==> config.mk <==
export PLATFORM = sky130hd
export DESIGN_NAME = flash_erase_host
export DESIGN_NICKNAME = d
export VERILOG_FILES = /design/src/hw/flash_host_pkg.sv /design/src/hw/flash_erase_host.sv
export SDC_FILE = /design/constraint.sdc
export NUM_CORES = 1
export LEC_CHECK = 0
export BUFFER_PORTS_ARGS = -buffer_cell sky130_fd_sc_hd__buf_2
export CORE_UTILIZATION = 58
export DETAILED_ROUTE_END_ITERATION = 12
export PLACE_DENSITY_LB_ADDON = 0.08
export SYNTH_ARGS = -nofsm -noshare
export SYNTH_HDL_FRONTEND = slang
export SYNTH_SLANG_ARGS = --single-unit
==> constraint.sdc <==
create_clock -name i_clk -period 3.2 [get_ports i_clk]
set_clock_uncertainty 0.1 [all_clocks]
set_input_delay 0.64 -clock i_clk [delete_from_list [all_inputs] [get_ports i_clk]]
set_output_delay 0.64 -clock i_clk [all_outputs]
set_load 0.005 [all_outputs]
==> src/hw/flash_host_pkg.sv <==
package flash_host_pkg;
    // Array geometry
    localparam int ADDR_W = 19;
    localparam int DATA_W = 8;
    localparam int SECTOR_BYTES = 256;
    localparam int SECTOR_LSB = $clog2(SECTOR_BYTES);

    // Command codes
    localparam logic [7:0] CMD_SECTOR_SETUP = 8'h20;
    localparam logic [7:0] CMD_SECTOR_EXEC = 8'hD0;
    localparam logic [7:0] CMD_CHIP_SETUP = 8'h30;
    localparam logic [7:0] CMD_CHIP_EXEC = 8'h30;
    localparam logic [7:0] CMD_RESET = 8'hFF;

    // Status bit positions in a read byte
    localparam int POLL_STATUS_BIT = 7;
    localparam int TOGGLE_STATUS_BIT = 6;

    // Timing at the 50 MHz system clock
    localparam int CLK_KHZ = 50000;
    localparam int CLK_NS = 20;
    localparam int WE_PULSE_NS = 100;
    localparam int READ_ACCESS_NS = 200;
    localparam int SECTOR_ERASE_MS = 4;
    localparam int CHIP_ERASE_MS = 20;
    localparam int WE_PULSE_CYC = (WE_PULSE_NS + CLK_NS - 1) / CLK_NS;
    localparam int READ_ACCESS_CYC = (READ_ACCESS_NS + CLK_NS - 1) / CLK_NS;
    localparam int SECTOR_ERASE_CYC = SECTOR_ERASE_MS * CLK_KHZ;
    localparam int CHIP_ERASE_CYC = CHIP_ERASE_MS * CLK_KHZ;
    localparam int TIMER_W = 21;
    localparam int CNT_W = 4;

    // Seven-read sequence that lifts the write lock, first read at index 0
    localparam int UNLOCK_READS = 7;
    localparam logic [6:0][18:0] UNLOCK_ADDR = {
        19'h041A, 19'h0419, 19'h041B, 19'h0418, 19'h1822, 19'h1820, 19'h1823};

    typedef enum logic [1:0] {
        OP_SECTOR_ERASE = 2'b00,
        OP_CHIP_ERASE = 2'b01,
        OP_ABORT = 2'b10,
        OP_UNLOCK = 2'b11
    } op_t;

    typedef enum logic [1:0] {
        RES_OK = 2'b00,
        RES_ABORTED = 2'b01,
        RES_TIMEOUT = 2'b10
    } result_t;

    typedef enum logic [2:0] {
        S_IDLE = 3'b000,
        S_WR_ADDR = 3'b001,
        S_WR_PULSE = 3'b010,
        S_WR_END = 3'b011,
        S_RD = 3'b100,
        S_RD_END = 3'b101,
        S_NEXT = 3'b110
    } state_t;

    typedef struct packed {
        logic valid;
        op_t op;
        logic [ADDR_W-1:0] addr;
    } host_req_t;

    typedef struct packed {
        logic busy;
        logic done;
        result_t result;
    } host_resp_t;

    typedef struct packed {
        logic ce_b;
        logic we_b;
        logic oe_b;
        logic [ADDR_W-1:0] addr;
        logic [DATA_W-1:0] dq_out;
        logic dq_oe;
    } flash_pins_t;

    typedef struct packed {
        state_t state;
        logic [2:0] step;
        logic [CNT_W-1:0] cnt;
        logic [TIMER_W-1:0] timer;
        logic prev_valid;
        logic prev_toggle;
        op_t op;
        logic [ADDR_W-1:0] addr;
        logic [DATA_W-1:0] cmd;
        result_t result;
        flash_pins_t pins;
        host_resp_t resp;
    } ctrl_t;
endpackage : flash_host_pkg

==> src/hw/flash_erase_host.sv <==
// Contract
// - Commands written with strobe low, select low
// - Sector erase is 20H then D0H
// - Sector erase may be repeated safely
// - Chip erase is 30H then 30H
// - Reset aborts chip erase; reissue allowed
// - FFH after setup aborts, memory unchanged
module flash_erase_host #(
    parameter int unsigned SECTOR_LIMIT = flash_host_pkg::SECTOR_ERASE_CYC,
    parameter int unsigned CHIP_LIMIT = flash_host_pkg::CHIP_ERASE_CYC
) (
    // Clock, reset, enable
    input wire logic i_clk,
    input wire logic i_rst_b,
    input wire logic i_en,
    // User command port
    input wire flash_host_pkg::host_req_t i_req,
    input wire logic i_abort,
    output flash_host_pkg::host_resp_t o_resp,
    // Flash pins
    input wire logic [flash_host_pkg::DATA_W-1:0] i_dq,
    output flash_host_pkg::flash_pins_t o_pins
);
    import flash_host_pkg::*;

    ctrl_t q;
    ctrl_t next_q;
    logic [TIMER_W-1:0] limit;
    logic poll_done;

    assign limit = (q.op == OP_CHIP_ERASE) ? TIMER_W'(CHIP_LIMIT) : TIMER_W'(SECTOR_LIMIT);
    // Erased byte reads all ones; done when poll bit true and toggle steady
    assign poll_done = q.prev_valid && (i_dq[TOGGLE_STATUS_BIT] == q.prev_toggle)
        && i_dq[POLL_STATUS_BIT];

    always_comb begin
        next_q = q;
        next_q.resp.done = 1'b0;
        // Erase runs on the flash's own timer from the execute write onward
        if (q.step == 3'd2 && q.op != OP_UNLOCK && q.op != OP_ABORT && q.timer != '1) begin
            next_q.timer = q.timer + TIMER_W'(1);
        end
        case (q.state)
            S_IDLE: begin
                next_q.pins.ce_b = 1'b1;
                next_q.pins.we_b = 1'b1;
                next_q.pins.oe_b = 1'b1;
                next_q.pins.dq_oe = 1'b0;
                if (i_req.valid) begin
                    next_q.op = i_req.op;
                    next_q.addr = i_req.addr;
                    next_q.step = 3'd0;
                    next_q.timer = '0;
                    next_q.prev_valid = 1'b0;
                    next_q.resp.busy = 1'b1;
                    next_q.state = S_NEXT;
                end
            end
            S_NEXT: begin
                next_q.pins.ce_b = 1'b1;
                next_q.pins.we_b = 1'b1;
                next_q.pins.oe_b = 1'b1;
                next_q.pins.dq_oe = 1'b0;
                next_q.cnt = '0;
                case (q.op)
                    OP_SECTOR_ERASE, OP_CHIP_ERASE: begin
                        if (q.step == 3'd0) begin
                            next_q.cmd = (q.op == OP_CHIP_ERASE) ? CMD_CHIP_SETUP : CMD_SECTOR_SETUP;
                            next_q.step = 3'd1;
                            next_q.state = S_WR_ADDR;
                        end else if (q.step == 3'd1) begin
                            // Execute always directly follows its own setup
                            next_q.cmd = (q.op == OP_CHIP_ERASE) ? CMD_CHIP_EXEC : CMD_SECTOR_EXEC;
                            next_q.step = 3'd2;
                            next_q.timer = '0;
                            next_q.state = S_WR_ADDR;
                        end else if (q.step == 3'd2) begin
                            next_q.state = S_RD;
                        end else begin
                            next_q.state = S_IDLE;
                            next_q.resp.busy = 1'b0;
                            next_q.resp.done = 1'b1;
                        end
                    end
                    OP_ABORT: begin
                        if (q.step == 3'd0) begin
                            next_q.cmd = CMD_RESET;
                            next_q.step = 3'd1;
                            next_q.result = RES_OK;
                            next_q.state = S_WR_ADDR;
                        end else begin
                            next_q.state = S_IDLE;
                            next_q.resp.busy = 1'b0;
                            next_q.resp.done = 1'b1;
                            next_q.resp.result = RES_OK;
                        end
                    end
                    default: begin
                        if (q.step < 3'(UNLOCK_READS)) begin
                            next_q.addr = UNLOCK_ADDR[q.step];
                            next_q.state = S_RD;
                        end else begin
                            next_q.state = S_IDLE;
                            next_q.resp.busy = 1'b0;
                            next_q.resp.done = 1'b1;
                            next_q.resp.result = RES_OK;
                        end
                    end
                endcase
            end
            S_WR_ADDR: begin
                // Address settles before the strobe falls
                next_q.pins.ce_b = 1'b0;
                next_q.pins.addr = q.addr;
                next_q.pins.dq_out = q.cmd;
                next_q.pins.dq_oe = 1'b1;
                // A reset write launched from a poll read arrives with the read count still set
                next_q.cnt = '0;
                next_q.state = S_WR_PULSE;
            end
            S_WR_PULSE: begin
                next_q.pins.we_b = 1'b0;
                next_q.cnt = q.cnt + CNT_W'(1);
                if (q.cnt == CNT_W'(WE_PULSE_CYC - 1)) begin
                    next_q.state = S_WR_END;
                end
            end
            S_WR_END: begin
                // Both strobes rise together with data still driven
                next_q.pins.we_b = 1'b1;
                next_q.pins.ce_b = 1'b1;
                next_q.state = S_NEXT;
            end
            S_RD: begin
                next_q.pins.ce_b = 1'b0;
                next_q.pins.oe_b = 1'b0;
                next_q.pins.addr = q.addr;
                next_q.pins.dq_oe = 1'b0;
                next_q.cnt = q.cnt + CNT_W'(1);
                if (q.cnt == CNT_W'(READ_ACCESS_CYC)) begin
                    next_q.state = S_RD_END;
                    next_q.pins.oe_b = 1'b1;
                    next_q.pins.ce_b = 1'b1;
                    if (q.op == OP_UNLOCK) begin
                        next_q.step = q.step + 3'd1;
                    end else begin
                        next_q.prev_valid = 1'b1;
                        next_q.prev_toggle = i_dq[TOGGLE_STATUS_BIT];
                        if (poll_done) begin
                            next_q.result = RES_OK;
                            next_q.step = 3'd3;
                        end else if (i_abort || q.timer >= limit) begin
                            // Reset command stops the erase; sector or array may be partial
                            next_q.result = i_abort ? RES_ABORTED : RES_TIMEOUT;
                            next_q.cmd = CMD_RESET;
                            next_q.step = 3'd3;
                            next_q.state = S_WR_ADDR;
                        end
                    end
                end
            end
            S_RD_END: begin
                next_q.cnt = '0;
                next_q.resp.result = q.result;
                next_q.state = S_NEXT;
            end
            default: begin
                next_q.state = S_IDLE;
            end
        endcase
        if (q.state == S_NEXT && q.step == 3'd3 && q.op != OP_ABORT && q.op != OP_UNLOCK) begin
            next_q.resp.result = q.result;
        end
    end

    always_ff @(posedge i_clk) begin
        if (!i_rst_b) begin
            q <= '0;
            q.pins.ce_b <= 1'b1;
            q.pins.we_b <= 1'b1;
            q.pins.oe_b <= 1'b1;
        end else if (i_en) begin
            q <= next_q;
        end
    end

    assign o_resp = q.resp;
    assign o_pins = q.pins;
endmodule : flash_erase_host

==> After elaboration in Yosys (flattened, before gate mapping) <==
Memories as Yosys holds them, arrays and structs flattened. A register that Yosys moved wholly into a read port is not among the register bits.
Cells that the tools add are included.
{ "op_classes": {"eq_ne": 41, "n_lt_le_gt_ge": 3, "reduce_logical": 48, "bitwise_logic": 1, "n_mux": 68, "addsub": 3} }
{ "ops": {"columns": ["operator", "count"], "rows": [
  ["21-bit 2-to-1 mux", 4],
  ["19-bit 2-to-1 mux", 4],
  ["21-bit case mux with 2 select lines", 1],
  ["19-bit case mux with 2 select lines", 1],
  ["3-bit 2-to-1 mux", 12],
  ["8-bit 2-to-1 mux", 4],
  ["10-bit 2-to-1 mux", 3],
  ["6-bit 2-to-1 mux", 4],
  ["22-bit 2-to-1 mux", 1],
  ["2-bit inequality test, second input constant", 11],
  ["21-bit by 1-bit adder with 21-bit output, second input constant", 1],
  ["21-bit by 20-bit >= comparator with 1-bit output", 1],
  ["21-bit inequality test, second input constant", 1],
  ["3-bit inequality test, second input constant", 7],
  ["20-bit 2-to-1 mux", 1],
  ["10-bit case mux with 2 select lines", 1],
  ["2-bit 2-to-1 mux", 9],
  ["3-bit case mux with 6 select lines", 1],
  ["8-bit case mux with 2 select lines", 1],
  ["8-bit AND reduction", 2],
  ["5-bit AND reduction", 3],
  ["2-bit AND reduction", 7],
  ["2-bit nonzero test", 7],
  ["3-bit by 2-bit == test with 1-bit output, second input constant", 4],
  ["37 further kinds", 73]
]} }
{ "totals": {"word_cells": 184, "reg_bits": 99, "mem_bits_ro": 152, "memories": 1, "out_inout_bits": 35, "input_bits": 34} }
{ "mem_list": {"columns": ["name", "words", "width", "read_ports", "rd_clocked_by_memory_dff", "write_ports", "line", "rtl"], "rows": [
  ["(no name shown)", 8, 19, 1, 1, 0, "flash_erase_host.sv:100", "next_q.addr = UNLOCK_ADDR[q.step];"]
]} }

==> Depth between registers and ports, before layout <==
Gate-level depths: netlist of the first run.
{ "depth": {"ltp_word": 11, "mapped_depth": 9, "depth_no_buf": 9} }

==> Worst setup path before layout of the first run <==
No wires, ideal clock.
{ "synth_timing": {"path_kind": "flip-flop to flip-flop", "startpoint": "register q[64] (netlist bit)", "endpoint": "register with a tool-made name", "arrival_ns": 2.419, "required_ns": 2.983, "setup_ns": 0.117, "path_slack_ns": 0.564, "path_buffers": 0, "path_stages_with_launch": 10, "period_less_slack_ns": 2.636, "path_cell_list": "dfxtp_1 > and2b_1 > inv_1 > ha_1 > nand4_1 > or2_0 > a2111o_1 > a21boi_4 > mux2_2 > a32o_1"} }
{ "synth_rtl": {"columns": ["item", "line", "rtl"], "rows": [
  ["from (decl)", "flash_erase_host.sv:26", "ctrl_t q;"],
  ["from (signal assigned)", "flash_erase_host.sv:183", "q <= next_q;"]
]} }

==> metrics.md, run 1 <==
| Metric | Value |
|---|---|
| Initial antenna violation count | `0` |
| Post-Syn Instances | `slightly above 600` |
| Post-CTS resize count | `0` |
| Avg Cell Area, Syn | `between 8 and 9 um2` |
| Fmax achieved | `~340 MHz` |
| Sequential standard cell area | `0.001902 mm2` |
| Rel. slew slack | `a little under half` |
| Total number of vias | `approximately 4200` |
| Worst Tran Pin Value | `0.8211 ns` |
| CTS tree | `built` |
| Starting Density | `60.49%` |
| RePlAce Congestion | `0.8631` |
| Routed WL | `11.05 mm` |
| Outcome | `complete, no violations` |
| Root Buffer | `clkbuf_8` |
| Drt pass-1 iters | `5` |
| Final layout net count | `around 680` |
| Post-CTS setup buffers | `0` |
| DR iter-0 viols | `about 150` |
| Post-Layout Cell Count | `741` |
| RSZ-0062 raised after global routing | `false` |
| Worst Hold End | `o_pins[17]` |
| PD cells | `475.6 mW/mm2` |
| Post-synth EDFFs | `0` |
| Number of vias per cell | `5.675` |
| Int Pwr | `1.784 mW` |
| Overall routing resource usage | `between 20% and 30%` |
| Syn nets | `660` |
| Multi-input logic area | `approximately 0.0027 mm2` |
| H-tree Lvls | `3` |
| FF+latch count, synth | `95` |
| Fillers | `approximately 760` |
| Ant. Diodes | `0` |
| Hold Buf Count CTS | `0` |
| Netlist cell types | `64` |
| Tcrit/Tclk final | `~92%` |
| Horiz. Die Dim | `approximately 95 um` |
| Final setup vio count | `0` |
| Routed len/inst | `between 10 and 15 um` |
| Synthesis warning total | `0` |
| Max Buffers Root-to-Sink | `2` |
| P&R area growth vs syn | `6.954%` |
| Sequential area share after synthesis | `a little under two fifths` |
| FFs w/ async S/R, synth | `0%` |
| Latest clock arrival within the worst-skew pair | `0.37 ns` |
| Psw | `769.4 uW` |
| Clock transition at path regs | `approximately 0.09 ns` |
| Crit Path Max Fanout | `7` |
| Chip height | `roughly 95 um` |
| # DRC | `0` |
| Sw Share | `between 30 and 40%` |
| LEAKAGE | `between 2 and 2.5 nW` |
| PortBufs | `between 60 and 70` |
| R2r setup slk | `0.26 ns` |
| Clk network pwr share | `32.6%` |
| CP Launch Type | `register` |
| Worst R2R Path Depth | `9` |
| Comb power frac | `between 10% and 20%` |
| Inserted Clock Buffers | `9` |
| Hold Crit Class | `reg -> reg` |
| First-pass GRT wire length | `between 15 and 20 mm` |
| Largest net degree at the start of global routing | `30` |
| GRT overflow | `0` |
| CP Data Required Time | `~3.4 ns` |
| CTS Sinks | `95` |
| Hold path cells | `2` |
| Ys flop type | `dfxtp_1` |
| Data arrival time of the worst path | `about 3.1 ns` |
| Seq pwr share | `49.8%` |
| Crit path capture type | `register` |
| TNS Setup | `0 ns` |
| Synth Cell Area | `about 0.0050 mm2` |
| Cell Rows | `33` |
| Share of cells above drive strength 1 | `around 16%` |
| Max Cap Viol | `0` |
| Launch point of the worst reg-to-reg path | `q[64]` |
| IO Count | `69` |
| Detail Route Antenna Nets | `0` |
| Pins Over Slew Limit | `0` |
| Die outline area | `about 0.0090 mm2` |
| Hold Fails Final Rpt | `0` |
| Fin crit period | `about 2.9 ns` |
| Max VDD drop | `0.2944 mV` |
| Hold Startpoint | `o_pins[17]` |
| Core Box Area | `roughly 0.0083 mm2` |
| Crit Path Category | `reg -> reg` |
| DP Wirelength | `around 7.9 mm` |
| Placed Cells | `approximately 730` |
| Number of global-route vias before repair | `3839` |
-- power groups by stage --
stage               clock network (mW)  registers (mW)  logic (mW)
floorplan                            0            1.28       0.354
global placement                     0            1.30       0.438
detailed placement                   0            1.30       0.445
CTS                              0.848            1.27       0.448
global route                     0.887            1.28       0.503
finish                           0.833            1.27       0.449
-- state kept, by name, summed over array words and instances (netlist names), named ones only --
name	cells
o_resp	4
o_pins	27
q	60
-- per-layer routing --
metal	share of wire (%)	track usage [%]	vias to the layer above
met5	0	0	-
met4	2.3	10.86	0
met3	4.3	4.785	22
met2	47	41.97	91
met1	46	32.86	1971
li1	-	-	2121
-- critical path, stage by stage, from the launching register on --
cell and delay, ns:
dfxtp_1 0.43, and2b_1 0.21, inv_1 0.14, ha_1 0.33
nand4_1 0.11, or2_0 0.23, a2111o_1 0.44, a21boi_4 0.27
mux2_2 0.38, a32o_1 0.21
-- cell families after synthesis --
| logic type | synth area share, % |
|---|---|
| buf+inv | 8.923 |
| flops | 37.89 |
| mux | 4.811 |
| simple gates | 25.00 |
| xor+xnor | 4.013 |
| compound gates | 15.88 |
| fa+ha+maj | 3.490 |
-- metrics by stage --
stage	cell area [um2]	setup slack [ns]	power [mW]	hold WS, ns	util (%)
finish	5369	0.2560	2.553	0.3505	64.69
CTS	5369	0.2728	2.567	0.3529	64.69
global route	5369	0.08443	2.669	0.3755	64.69
floorplan	5020	0.5640	1.635	0.3322	-
global placement	5164	0.3649	1.734	0.3353	62.22
detailed placement	5164	0.3014	1.744	0.3396	62.22
-- worst max-delay path by stage --
| stage | startpoint | to | slack (ns) | cells after the start |
|---|---|---|---|---|
| after floorplan | q[64] | register | 0.56 | 9 |
| after global routing | q[64] | register | 0.08 | 10 |
| final | q[64] | register | 0.26 | 9 |
| after detailed placement | q[64] | register | 0.30 | 9 |
| after CTS | q[64] | register | 0.27 | 9 |
| after global placement | q[64] | register | 0.36 | 9 |
-- cell usage after synthesis, types with 3 or more instances --
| master | number | area (um2) |
|---|---|---|
| dfxtp_1 | 95 | 1902 |
| nor2_1 | 77 | 289.0 |
| nand2_1 | 70 | 262.8 |
| a21oi_1 | 44 | 220.2 |
| buf_4 | 36 | 270.3 |
| mux2i_1 | 23 | 230.2 |
| clkbuf_1 | 22 | 82.58 |
| nand3_1 | 19 | 95.09 |
| and2_1 | 16 | 100.1 |
| xor2_1 | 16 | 140.1 |
| o21ai_0 | 15 | 75.07 |
| ha_1 | 14 | 175.2 |
| inv_1 | 14 | 52.55 |
| nand2b_1 | 13 | 81.33 |
| nand4_1 | 13 | 81.33 |
| nor3_1 | 13 | 65.06 |
| and3_1 | 12 | 75.07 |
| a211oi_1 | 7 | 52.55 |
| buf_2 | 7 | 35.03 |
| xnor2_1 | 7 | 61.31 |
| a31oi_1 | 6 | 37.54 |
| nor2b_1 | 6 | 37.54 |
| a211o_1 | 4 | 35.03 |
| and4_1 | 4 | 35.03 |
| o21bai_1 | 4 | 30.03 |
| o211ai_1 | 3 | 22.52 |
| o31ai_1 | 3 | 22.52 |
-- layout make-up --
cell class / instances / share of cell area, %
Clock inverter: 6 / 1.445
Multi-Input combinational cell: 436 / 49.73
Clock buffer: 10 / 2.377
Inverter: 14 / 0.9788
Timing Repair Buffer: 75 / 7.597
Sequential cell: 95 / 35.42
Tap cell: 105 / 2.447
-- placed cells by master, fill, tap and decap left out, types with 3 or more instances in the layout --
master    netlist  final
dfxtp_1        95     95
nor2_1         77     77
nand2_1        70     70
buf_2           7     62
a21oi_1        44     44
mux2i_1        23     23
nand3_1        19     19
and2_1         16     16
xor2_1         16     16
o21ai_0        15     15
inv_1          14     14
ha_1           14     14
nand2b_1       13     13
nor3_1         13     13
nand4_1        13     13
buf_4          36     13
and3_1         12     12
clkbuf_8        0      9
xnor2_1         7      7
a211oi_1        7      7
nor2b_1         6      6
a31oi_1         6      6
a211o_1         4      4
and4_1          4      4
o21bai_1        4      4
o211ai_1        3      3
o31ai_1         3      3
(Power assumes the default switching activity.)
==> run 2, diff against run 1 <==
Settings changed: CORE_MARGIN set to 3.
==> run 2 against run 1 <==
  * Wire length is 0.58% higher
  * Critical path depth stayed put
  * Highest routed layer unchanged
  * Register-to-register slack hardly changed
  * Worst setup slack better by 0.00091 ns
==> metrics.md, run 2 (synthesis gave the netlist of run 1 again) <==
| Metric | Value |
|---|---|
| Overall routing resource usage | `~23%` |
| Chip height | `between 90 and 100 um` |
| CP Data Required Time | `about 3.4 ns` |
| Post-layout util | `between 60% and 70%` |
| Placed Cells | `slightly above 700` |
| Hold Buf Count CTS | `0` |
| Drt pass-1 iters | `5` |
| Data arrival time of the worst path | `3.11 ns` |
| Root Buffer | `clkbuf_8` |
| PortBufs | `between 60 and 70` |
| DR iter-0 viols | `205` |
| Initial antenna violation count | `0` |
| Routed WL | `11.12 mm` |
| Fin crit period | `just under 3 ns` |
| Worst slack, placed | `0.2839 ns` |
| Crit Path Category | `reg -> reg` |
| TNS Setup | `0 ns` |
| Worst Tran Pin Value | `between 0.8 and 0.9 ns` |
| GRT overflow | `0` |
| Max Cap Viol | `0` |
| DP Wirelength | `around 7.9 mm` |
| # DRC | `0` |
| Post-CTS setup buffers | `0` |
| Max Buffers Root-to-Sink | `2` |
| Share of cells above drive strength 1 | `~16%` |
| Ant. Diodes | `0` |
| Number of global-route vias before repair | `3954` |
| RePlAce Congestion | `~0.90` |
| Post-CTS resize count | `0` |
| RSZ-0062 raised after global routing | `false` |
| LEAKAGE | `2.120 nW` |
| Int Pwr | `about 1.7 mW` |
| Comb power frac | `about 18%` |
| R2r setup slk | `roughly 0.26 ns` |
| First-pass GRT wire length | `about 18 mm` |
| Rel. slew slack | `a little under half` |
| Setup WS post-layout | `0.2569 ns` |
| Hold Crit Class | `reg -> reg` |
| Most frequent standard cell in the layout excluding fill and tap cells | `dfxtp_1` |
| Psw | `778.3 uW` |
| Final setup vio count | `0` |
| Pins Over Slew Limit | `0` |
| CP Launch Type | `register` |
| Largest net degree at the start of global routing | `56` |
| Crit Path Max Fanout | `7` |
| P&R area growth vs syn | `6.256%` |
| CTS tree | `built` |
| Min Hold Slack | `0.3535 ns` |
| Max VDD drop | `between 0.2 and 0.3 mV` |
| Seq pwr share | `between 50% and 60%` |
| Clk network pwr share | `a little over 30%` |
| Core Box Area | `a little over 0.008 mm2` |
| Die outline area | `0.009807 mm2` |
| Sw Share | `around a third` |
| Crit path capture type | `register` |
| Horiz. Die Dim | `around 99 um` |
| Most flops, register | `q` |
| Latest clock arrival within the worst-skew pair | `roughly 0.37 ns` |
| Hold Fails Final Rpt | `0` |
| CTS Sinks | `between 90 and 100` |
| Cell Rows | `33` |
| Clock transition at path regs | `0.10 ns` |
| Detail Route Antenna Nets | `0` |
| Post-Layout Cell Count | `about 740` |
| Total number of vias | `between 4000 and 5000` |
| IO Count | `between 60 and 70` |
| Number of vias per cell | `around 5.7` |
| Max reg flops | `60` |
| Fmax achieved | `around 340 MHz` |
| Routed len/inst | `~15 um` |
| Tcrit/Tclk final | `91.97%` |
| PD cells | `around 460 mW/mm2` |
| Starting Density | `approximately 60%` |
| Commonest non-fill, non-tap cells in the layout | `dfxtp_1, nor2_1, nand2_1` |
| H-tree Lvls | `3` |
| Final layout net count | `roughly 680` |
| Inserted Clock Buffers | `9` |
| Outcome | `complete, no violations` |
## run 2: changes by cell type in the layout (fill, tap and decap cells not counted)
cell,previous run,this run
inv_8,2,0
clkinv_8,0,1
clkinvlp_4,1,2
buf_4,13,11
clkinv_4,1,2
bufinv_16,1,0
## run 2: final timing paths
kind / from / to / cells after the start
hold reg to reg: o_pins[27] / o_pins[27] / 2
setup / recovery: q[64] / register / 9
setup reg to reg: q[64] / register / 9
hold / removal: o_pins[27] / o_pins[27] / 2
## run 2: routing by layer
layer	up-vias	routed length, um	global-route usage, %
met3	17	555	2.972
met5	-	0	0
li1	2116	-	-
met2	114	5270	37.14
met1	1953	5130	30.96
met4	0	160	8.298
## run 2: final cells by class
type                    instances  area, um2
well taps                     105      131.4
clock buffers                  10      127.6
multi-input cells             436       2670
clock inverters                 6      57.56
inverters                      14      52.55
flip-flops and latches         95       1902
repair buffers                 73      392.9
fillers                       763       2965
## run 2: critical path, stage by stage (launching register included)
cell and delay, ns:
dfxtp_1 0.43, and2b_1 0.21, inv_1 0.13, ha_1 0.32
nand4_1 0.11, or2_0 0.24, a2111o_1 0.45, a21boi_4 0.28
mux2_2 0.38, a32o_1 0.21
## run 2: power groups by stage
stage	clock network [mW]	logic [mW]	registers [mW]
after floorplan	0	0.354	1.28
after global placement	0	0.423	1.30
after detailed placement	0	0.432	1.30
after CTS	0.771	0.435	1.28
after global routing	0.816	0.490	1.29
final	0.759	0.439	1.28
## run 2: stage by stage
step | area (um2) | power [mW]
finish | 5334 | 2.476
floorplan | 5020 | 1.635
global route | 5334 | 2.593
CTS | 5334 | 2.483
global placement | 5149 | 1.726
detailed placement | 5149 | 1.737
